[src/core/cpirq_pkg.sv]
package cpirq_pkg;
   // Slot numbering in mask and latch
   localparam int CPIRQ_SLOTS = 16;
   localparam logic [3:0] CPIRQ_SLOT_RESET = 4'h0;
   localparam logic [3:0] CPIRQ_SLOT_PWRDN = 4'h1;
   localparam logic [3:0] CPIRQ_SLOT_STACK = 4'h2;
   localparam logic [3:0] CPIRQ_SLOT_EMUK = 4'h3;
   localparam logic [3:0] CPIRQ_SLOT_USER0 = 4'h4;
   localparam int CPIRQ_USER_SLOTS = 12;
   // Vector placement
   localparam logic [23:0] CPIRQ_VEC_BASE = 24'h00_0000;
   localparam logic [23:0] CPIRQ_VEC_STEP = 24'h00_0020;
   // Peripheral mapping
   localparam int CPIRQ_PERIPH = 32;
   localparam int CPIRQ_MAP_REGS = 8;
   localparam int CPIRQ_CODE_W = 4;
   localparam logic [3:0] CPIRQ_CODE_MAX = 4'hB;
   localparam logic [15:0] CPIRQ_MAP_RESET = 16'hFFFF;
   // Register reset values
   localparam logic [15:0] CPIRQ_MASK_RESET = 16'h0000;
   localparam logic [15:0] CPIRQ_LATCH_RESET = 16'h0000;
   // Stack depths and stack-level thresholds
   localparam int CPIRQ_PC_DEPTH = 33;
   localparam int CPIRQ_LOOP_DEPTH = 8;
   localparam int CPIRQ_STAT_DEPTH = 16;
   localparam logic [5:0] CPIRQ_PC_LOW = 6'h03;
   localparam logic [5:0] CPIRQ_PC_HIGH = 6'h1C;
   // Register select codes for the register port
   localparam logic [3:0] CPIRQ_SEL_MASK = 4'h0;
   localparam logic [3:0] CPIRQ_SEL_LATCH = 4'h1;
   localparam logic [3:0] CPIRQ_SEL_CTRL = 4'h2;
   localparam logic [3:0] CPIRQ_SEL_MAP0 = 4'h8;
   // Control bit positions
   localparam int CPIRQ_CTRL_NEST = 0;
   localparam int CPIRQ_CTRL_GIE = 1;

   // Register access from the core
   typedef struct packed {
      logic wr;
      logic rd;
      logic [3:0] sel;
      logic [15:0] wdata;
   } cpirq_reg_req_t;

   // Sequencer handshake and stack events
   typedef struct packed {
      logic ack;
      logic done;
      logic ena_int;
      logic dis_int;
      logic pc_push;
      logic pc_pop;
      logic loop_push;
      logic loop_pop;
   } cpirq_seq_t;
endpackage

[src/core/cpirq_ctrl.sv]
`timescale 1ns/1ns
// Notes on behaviour
// RL1 - Seventeen sources, emulator on top, fixed priority
// RL2 - Slots 0..15, vectors 0x20 words apart
// RL3 - First user slot highest, twelfth lowest
// RL4 - Pending ANDed with mask, highest unmasked wins
// RL5 - Reset, power-down, emulation ignore mask; disable blocks power-down
// RL6 - Control register holds nesting and global enable
// RL7 - Latch writes force or clear pending slots
// RL8 - PC 33, loop 8, status 16 stacks
// RL9 - Stack interrupt below three or above 28
// RL10 - Enable/disable instructions override mask; off after reset
// RL11 - Thirty-two peripheral request lines routed coreward
// RL12 - Eight 16-bit map registers, four codes each
// RL13 - Code n below 0xC selects user slot n
// RL14 - Codes 0xC to 0xF disconnect source
// RL15 - Shared slot ORs its peripheral requests
// RL16 - No peripheral priority assigned after reset
// RL17 - Source k uses field k mod 4 of register k/4
// RL18 - Map fields reset to disabling code
module cpirq_ctrl
   import cpirq_pkg::*;
#(
   parameter int PERIPH_N = CPIRQ_PERIPH
) (
   input wire logic sys_clk,
   input wire logic sys_rst,
   input wire cpirq_reg_req_t reg_req,
   input wire cpirq_seq_t seq,
   input wire logic [PERIPH_N-1:0] periph_irq,
   input wire logic emu_irq,
   input wire logic [CPIRQ_SLOTS-1:0] core_irq_src,
   output logic [15:0] reg_rdata,
   output logic irq_req,
   output logic emu_req,
   output logic [3:0] irq_slot,
   output logic [23:0] irq_vector,
   output logic [CPIRQ_SLOTS-1:0] irq_active,
   output logic [5:0] pc_stack_level,
   output logic [3:0] loop_stack_level,
   output logic [4:0] stat_stack_level
);
   logic [15:0] core_irq_mask_reg;
   logic [15:0] core_irq_latch_reg;
   logic [1:0] irq_nesting_control_reg;
   logic [15:0] map_reg [CPIRQ_MAP_REGS];
   logic [CPIRQ_PERIPH-1:0] periph_sync1_reg;
   logic [CPIRQ_PERIPH-1:0] periph_sync2_reg;
   logic [1:0] emu_sync_reg;
   logic [CPIRQ_USER_SLOTS-1:0] user_req;
   logic [CPIRQ_SLOTS-1:0] raise;
   logic [CPIRQ_SLOTS-1:0] eligible;
   logic [3:0] win_slot;
   logic win_valid;
   logic [3:0] act_top;
   logic act_any;
   logic stack_lvl_prev_reg;
   logic stack_lvl;
   logic take;
   logic [CPIRQ_PERIPH-1:0] periph_wide;

   // Peripheral and emulator lines come from other logic; sync anyway
   assign periph_wide = CPIRQ_PERIPH'(periph_irq);
   always_ff @(posedge sys_clk) begin
      if (sys_rst) begin
         periph_sync1_reg <= '0;
         periph_sync2_reg <= '0;
         emu_sync_reg <= 2'b00;
      end else begin
         periph_sync1_reg <= periph_wide; // [RL11]
         periph_sync2_reg <= periph_sync1_reg;
         emu_sync_reg <= {emu_sync_reg[0], emu_irq};
      end
   end

   // Map fields decode into user slot requests
   always_comb begin
      user_req = '0;
      for (int k = 0; k < CPIRQ_PERIPH; k++) begin
         logic [3:0] code;
         code = map_reg[k / 4][4 * (k % 4) +: 4]; // [RL17] [RL12]
         if (periph_sync2_reg[k] && code <= CPIRQ_CODE_MAX) begin // [RL14]
            user_req[code] = 1'b1; // [RL13] [RL15]
         end
      end
   end

   // Stack-level condition, edge raises the latch bit
   assign stack_lvl = (pc_stack_level < CPIRQ_PC_LOW) || (pc_stack_level > CPIRQ_PC_HIGH); // [RL9]

   always_comb begin
      raise = core_irq_src;
      raise[CPIRQ_USER_SLOTS + 3:4] = raise[CPIRQ_USER_SLOTS + 3:4] | user_req;
      raise[CPIRQ_SLOT_STACK] = raise[CPIRQ_SLOT_STACK] | (stack_lvl & ~stack_lvl_prev_reg);
   end

   // Gate by mask; reset, power-down, emulation kernel bypass it
   always_comb begin
      eligible = core_irq_latch_reg & core_irq_mask_reg; // [RL4]
      eligible[CPIRQ_SLOT_RESET] = core_irq_latch_reg[CPIRQ_SLOT_RESET]; // [RL5]
      eligible[CPIRQ_SLOT_PWRDN] = core_irq_latch_reg[CPIRQ_SLOT_PWRDN];
      eligible[CPIRQ_SLOT_EMUK] = core_irq_latch_reg[CPIRQ_SLOT_EMUK];
      // Global disable blocks all but reset; power-down included
      if (!irq_nesting_control_reg[CPIRQ_CTRL_GIE]) begin
         eligible = eligible & 16'h0001; // [RL10] [RL5]
      end
   end

   // Lowest slot number wins: fixed priority
   always_comb begin
      win_slot = 4'h0;
      win_valid = 1'b0;
      for (int i = CPIRQ_SLOTS - 1; i >= 0; i--) begin
         if (eligible[i]) begin
            win_slot = 4'(i); // [RL1] [RL3]
            win_valid = 1'b1;
         end
      end
   end

   // Highest priority handler currently running
   always_comb begin
      act_top = 4'h0;
      act_any = 1'b0;
      for (int i = CPIRQ_SLOTS - 1; i >= 0; i--) begin
         if (irq_active[i]) begin
            act_top = 4'(i);
            act_any = 1'b1;
         end
      end
   end

   // Accept the winner only if nesting allows preemption
   assign take = seq.ack && irq_req;

   always_ff @(posedge sys_clk) begin
      if (sys_rst) begin
         irq_req <= 1'b0;
         irq_slot <= 4'h0;
         irq_vector <= CPIRQ_VEC_BASE;
      end else if (take) begin
         irq_req <= 1'b0;
      end else begin
         irq_req <= win_valid && (!act_any ||
            (irq_nesting_control_reg[CPIRQ_CTRL_NEST] && win_slot < act_top)); // [RL6]
         irq_slot <= win_slot;
         irq_vector <= CPIRQ_VEC_BASE + (CPIRQ_VEC_STEP * {20'h0_0000, win_slot}); // [RL2]
      end
   end

   // Emulator request sits above everything and is never masked
   always_ff @(posedge sys_clk) begin
      if (sys_rst) begin
         emu_req <= 1'b0;
      end else begin
         emu_req <= emu_sync_reg[1]; // [RL1]
      end
   end

   // Active handlers: set on acceptance, cleared on the return
   always_ff @(posedge sys_clk) begin
      if (sys_rst) begin
         irq_active <= '0;
      end else begin
         logic [CPIRQ_SLOTS-1:0] nxt;
         nxt = irq_active;
         if (seq.done && act_any) begin
            nxt[act_top] = 1'b0;
         end
         if (take) begin
            nxt[irq_slot] = 1'b1;
         end
         irq_active <= nxt;
      end
   end

   // Latch: hardware set beats software clear in the same cycle
   always_ff @(posedge sys_clk) begin
      if (sys_rst) begin
         core_irq_latch_reg <= CPIRQ_LATCH_RESET;
      end else begin
         logic [15:0] nxt;
         nxt = core_irq_latch_reg;
         if (reg_req.wr && reg_req.sel == CPIRQ_SEL_LATCH) begin
            nxt = reg_req.wdata; // [RL7]
         end
         if (take) begin
            nxt[irq_slot] = 1'b0;
         end
         core_irq_latch_reg <= nxt | raise;
      end
   end

   // Mask and control registers; enable/disable from the sequencer
   always_ff @(posedge sys_clk) begin
      if (sys_rst) begin
         core_irq_mask_reg <= CPIRQ_MASK_RESET;
         irq_nesting_control_reg <= 2'b00; // [RL10]
      end else begin
         if (reg_req.wr && reg_req.sel == CPIRQ_SEL_MASK) begin
            core_irq_mask_reg <= reg_req.wdata;
         end
         if (seq.ena_int) begin
            irq_nesting_control_reg[CPIRQ_CTRL_GIE] <= 1'b1; // [RL10]
         end else if (seq.dis_int) begin
            irq_nesting_control_reg[CPIRQ_CTRL_GIE] <= 1'b0;
         end else if (reg_req.wr && reg_req.sel == CPIRQ_SEL_CTRL) begin
            irq_nesting_control_reg <= reg_req.wdata[1:0]; // [RL6]
         end
      end
   end

   // Map registers start disconnected
   always_ff @(posedge sys_clk) begin
      for (int r = 0; r < CPIRQ_MAP_REGS; r++) begin
         if (sys_rst) begin
            map_reg[r] <= CPIRQ_MAP_RESET; // [RL16] [RL18]
         end else if (reg_req.wr && reg_req.sel == CPIRQ_SEL_MAP0 + 4'(r)) begin
            map_reg[r] <= reg_req.wdata;
         end
      end
   end

   // Stack levels track pushes and pops, saturating at depth
   always_ff @(posedge sys_clk) begin
      if (sys_rst) begin
         pc_stack_level <= 6'h00;
         loop_stack_level <= 4'h0;
         stat_stack_level <= 5'h00;
         stack_lvl_prev_reg <= 1'b0;
      end else begin
         stack_lvl_prev_reg <= stack_lvl;
         if (seq.pc_push && !seq.pc_pop && pc_stack_level < 6'(CPIRQ_PC_DEPTH)) begin
            pc_stack_level <= pc_stack_level + 6'h01; // [RL8]
         end else if (seq.pc_pop && !seq.pc_push && pc_stack_level != 6'h00) begin
            pc_stack_level <= pc_stack_level - 6'h01;
         end
         if (seq.loop_push && !seq.loop_pop && loop_stack_level < 4'(CPIRQ_LOOP_DEPTH)) begin
            loop_stack_level <= loop_stack_level + 4'h1; // [RL8]
         end else if (seq.loop_pop && !seq.loop_push && loop_stack_level != 4'h0) begin
            loop_stack_level <= loop_stack_level - 4'h1;
         end
         // Status stack follows interrupt entry and return; entry plus return in one cycle nets out
         if (take && !seq.done && stat_stack_level < 5'(CPIRQ_STAT_DEPTH)) begin
            stat_stack_level <= stat_stack_level + 5'h01; // [RL8]
         end else if (seq.done && !take && stat_stack_level != 5'h00) begin
            stat_stack_level <= stat_stack_level - 5'h01;
         end
      end
   end

   // Read data, registered; unknown selects read zero
   always_ff @(posedge sys_clk) begin
      if (sys_rst) begin
         reg_rdata <= 16'h0000;
      end else if (reg_req.rd) begin
         if (reg_req.sel == CPIRQ_SEL_MASK) begin
            reg_rdata <= core_irq_mask_reg;
         end else if (reg_req.sel == CPIRQ_SEL_LATCH) begin
            reg_rdata <= core_irq_latch_reg;
         end else if (reg_req.sel == CPIRQ_SEL_CTRL) begin
            reg_rdata <= {14'h0000, irq_nesting_control_reg};
         end else if (reg_req.sel >= CPIRQ_SEL_MAP0) begin
            reg_rdata <= map_reg[reg_req.sel[2:0]];
         end else begin
            reg_rdata <= 16'h0000;
         end
      end
   end
endmodule

[config.mk]
export PLATFORM = sky130hd
export DESIGN_NAME = cpirq_ctrl
export DESIGN_NICKNAME = d
export VERILOG_FILES = /design/src/core/cpirq_pkg.sv /design/src/core/cpirq_ctrl.sv
export SDC_FILE = /design/constraint.sdc
export NUM_CORES = 1
export LEC_CHECK = 0
export ABC_CLOCK_PERIOD_IN_PS = 7200
export BUFFER_PORTS_ARGS = -buffer_cell sky130_fd_sc_hd__buf_2
export CAP_MARGIN = 20
export CORE_MARGIN = 2
export CORE_UTILIZATION = 25
export DETAILED_ROUTE_END_ITERATION = 10
export PLACE_DENSITY = 0.38
export SLEW_MARGIN = 10
export SYNTH_ARGS = -nofsm -noshare
export SYNTH_HDL_FRONTEND = slang
export SYNTH_SLANG_ARGS = --single-unit
export TNS_END_PERCENT = 10
[constraint.sdc]
create_clock -name sys_clk -period 7.2 [get_ports sys_clk]
set_input_delay 1.08 -clock sys_clk [delete_from_list [all_inputs] [get_ports sys_clk]]
set_output_delay 1.08 -clock sys_clk [all_outputs]
set_load 0.1 [all_outputs]
==> results.sh <==
export IMPL_power_leakage_uw=0.00643
export IMPL_rsz0062_at_grt="false"
export IMPL_hold_viol=0
export IMPL_core_um2=63100
export IMPL_firstDrtPassIters=5
export IMPL_mostFrequentLayoutCells="154 x dfxtp_1, 146 x nand2_1, 136 x buf_2"
export IMPL_grt_pass1_wl_um=133000
export IMPL_hold_end="periph_sync2_reg[15]"
export IMPL_reg2reg_to="core_irq_latch_reg[10]"
export IMPL_r2r_start="irq_req"
export IMPL_cts_resized_gates=0
export IMPL_grt_overflow_total=0
export IMPL_period_needed_ps=3810
export IMPL_path_cells="buf_2 > nor2b_4 > nand3_4 > mux2_2 > a2111oi_0 > a41oi_1"
export IMPL_final_setup_tns_ps=0
export IMPL_worstPathRequired_ps=7490
export IMPL_layout_drive_gt1_share_pct=21.2
export IMPL_ys_types=82
export IMPL_drv_slew=0
export IMPL_maxCapViolCount=0
export IMPL_maxSlewHeadroom_pct=16.0
export IMPL_final_common_cell="dfxtp_1"
export IMPL_cp_end_kind="flop"
export IMPL_synth_avg_cell_area_um2=9.59
export IMPL_cts_root_buf="clkbuf_16"
export IMPL_clock_sinks=282
export IMPL_crit_buf_inv=1
export IMPL_vias=15100
export IMPL_post_cts_buffers=0
export IMPL_ys_async_sr_fraction_pct=0
export IMPL_synth_edf_count=128
export IMPL_grt_use_met3_pct=4.73
export IMPL_syn_area_um2=16000
export IMPL_grt_pass1_vias=14500
export IMPL_arrival_ps=4100
export IMPL_tightest_slew_ps=1250
export IMPL_status="complete, no violations"
export IMPL_drcViolationCount=0
export IMPL_num_rows=92
export IMPL_grt_usage_pct=29.5
export IMPL_min_path_cells=1
export IMPL_ant_nets=0
export IMPL_grt_max_degree=68
export IMPL_max_freq_mhz=262
export IMPL_critPathMaxFanout=19
export IMPL_seq_area_frac_synth_pct=43.3
export IMPL_yosys_register_bits=282
export IMPL_largest_reg_flops=128
export IMPL_min_period_over_period_pct=53.0
export IMPL_area_growth_pct=17.6
export IMPL_total_power_uw=4980
export IMPL_vdd_drop_max_uv=139
export IMPL_hp_start="periph_sync1_reg[15]"
export IMPL_nets=1894
export IMPL_clk_pin_slew_worst_paths_ps=60
export IMPL_fp_dieW_um=257
export IMPL_crit_type="in2reg"
export IMPL_synthesis_instances=1666
export IMPL_avgRoutedWirePerCell_um=36.9
export IMPL_clock_latency_ps=560
export IMPL_cts_hold_buffers=0
export IMPL_crit_family="compound AO/OA/AOI/OAI gates"
export IMPL_die_area_um2=66000
export IMPL_numPortBuffers=137
export IMPL_cts_tree="yes"
export IMPL_dieHeight_um=257
export IMPL_pre_cts_ws_ps=2890
export IMPL_grt_busiest_layer="met2"
export IMPL_cts_buffer_depth=3
export IMPL_grt_use_met1_pct=41.5
export IMPL_holdCritPathClass="reg2reg"
export IMPL_start_util_pct=25.3
export IMPL_reg2reg_setup_slack_ps=3930
export IMPL_dp_hpwl_um=77800
export IMPL_htree_num_levels=2
export IMPL_timing_final_ws_setup_ps=3390
export IMPL_crit_path_start_kind="input port"
export IMPL_crit_path_top_delay_cell="a2111oi_0"
export IMPL_drt_iter0_markers=1740
export IMPL_reg2regPathDepth=5
export IMPL_gp_congestion=1.06
export IMPL_routed_wl_um=98900
export IMPL_routed_via_density=5.64
export IMPL_cts_buffers_inserted=37
export IMPL_io_pins=158
export IMPL_met2_usage_pct=45.0
export IMPL_nFillCells=6775
export IMPL_antenna_found_initial=17
export IMPL_slowest_delay_ps=970
export IMPL_p_per_area_nw_per_um2=265
export IMPL_skew_ps=24.5
export IMPL_ys_flop_type="dfxtp_1"
export IMPL_finalSetupViolCount=0
export IMPL_yosysWarnings=0
==> logic make-up after synthesis <==
logic type / share of synthesized area, %
adders and majority gates: 1.32
AOI/OAI and AO/OA: 15.4
xor gates and xnor gates: 0.603
other: 0.0235
buffers and inverters: 3.80
muxes: 7.23
DFF: 43.3
and+or+nand+nor: 28.3
==> layout make-up <==
type / count / area [um2] / share of cell area (%)
multi-input cells: 1281 / 8540 / 45.4
diodes: 3 / 7.51 / 0.0400
clock buffers: 49 / 1070 / 5.71
flip-flops and latches: 282 / 6930 / 36.9
well taps: 846 / 1060 / 5.63
clock inverters: 19 / 155 / 0.826
inverters: 28 / 105 / 0.559
repair buffers: 168 / 925 / 4.92
==> worst register-to-register path, delay by kind of cell (launching register included) <==
family,cells,cell delay [ps]
AOI/OAI and AO/OA,2,1450
and+or+nand+nor,3,1200
DFF,1,350
==> report_power, final <==
| group | internal [uW] | switching, uW |
|---|---|---|
| combinational | 310 | 780 |
| sequential | 1790 | 216 |
| clock | 1120 | 758 |
| total | 3230 | 1750 |
==> worst max path at each step <==
| stage | startpoint | end | slack [ps] | cells after the start |
|---|---|---|---|---|
| 5_1_grt | reg_req[16] | core_irq_latch_reg[10] | 3360 | 6 |
| 3_3_place_gp | reg_req[16] | core_irq_latch_reg[10] | 2860 | 6 |
| 6_report | reg_req[16] | core_irq_latch_reg[10] | 3390 | 6 |
| 2_1_floorplan | reg_req[19] | map_reg[4][0] | 3970 | 3 |
| 3_5_place_dp | reg_req[16] | core_irq_latch_reg[10] | 2890 | 6 |
| 4_1_cts | reg_req[16] | core_irq_latch_reg[10] | 3470 | 6 |
==> cells in the mapped netlist (6+ instances only) <==
library cell	n	area (um2)
clkbuf_1	50	188
and3b_1	6	52.6
nor2b_1	87	544
nand2b_1	113	707
a21o_1	9	67.6
mux2_2	26	293
nand4_1	12	75.1
a41oi_1	9	78.8
buf_4	31	233
nand3b_1	48	360
a31oi_1	22	138
nor3b_1	22	165
or2b_1	8	60.1
buf_2	8	40.0
mux4_2	32	721
inv_1	28	105
or4_1	6	45.0
o31ai_1	21	158
and3_1	6	37.5
o21ai_0	28	140
edfxtp_1	128	3840
or3b_2	15	131
a22oi_1	27	203
o22ai_1	47	294
nand3_1	46	230
nor4_1	30	188
nand2_1	146	548
a311oi_1	17	149
ha_1	12	150
a2111oi_0	17	149
dfxtp_1	154	3080
o311ai_0	10	87.6
nor3_1	71	355
o32ai_1	13	114
o2111ai_1	6	52.6
xnor2_1	11	96.3
a21oi_1	73	365
a211oi_1	7	52.6
a22o_1	8	70.1
mux2i_1	10	100
or2_2	64	400
nor2_1	111	417
==> stage by stage <==
step | instances | area [um2] | utilization, % | hold slack (ps)
floorplan | 1685 | 16100 | - | 414
global placement | 2602 | 17500 | 27.8 | 420
detailed placement | 2604 | 17500 | 27.8 | 424
CTS | 2672 | 18800 | 29.8 | 436
global route | 2673 | 18800 | 29.8 | 446
finish | 2676 | 18800 | 29.8 | 433
==> routing by layer <==
layer | vias to the layer above | share of wire [%]
li1 | 6511 | -
met1 | 7719 | 45
met2 | 735 | 43
met3 | 139 | 6.8
met4 | 2 | 4.4
met5 | - | 0.013
(Power assumes the default switching activity.)
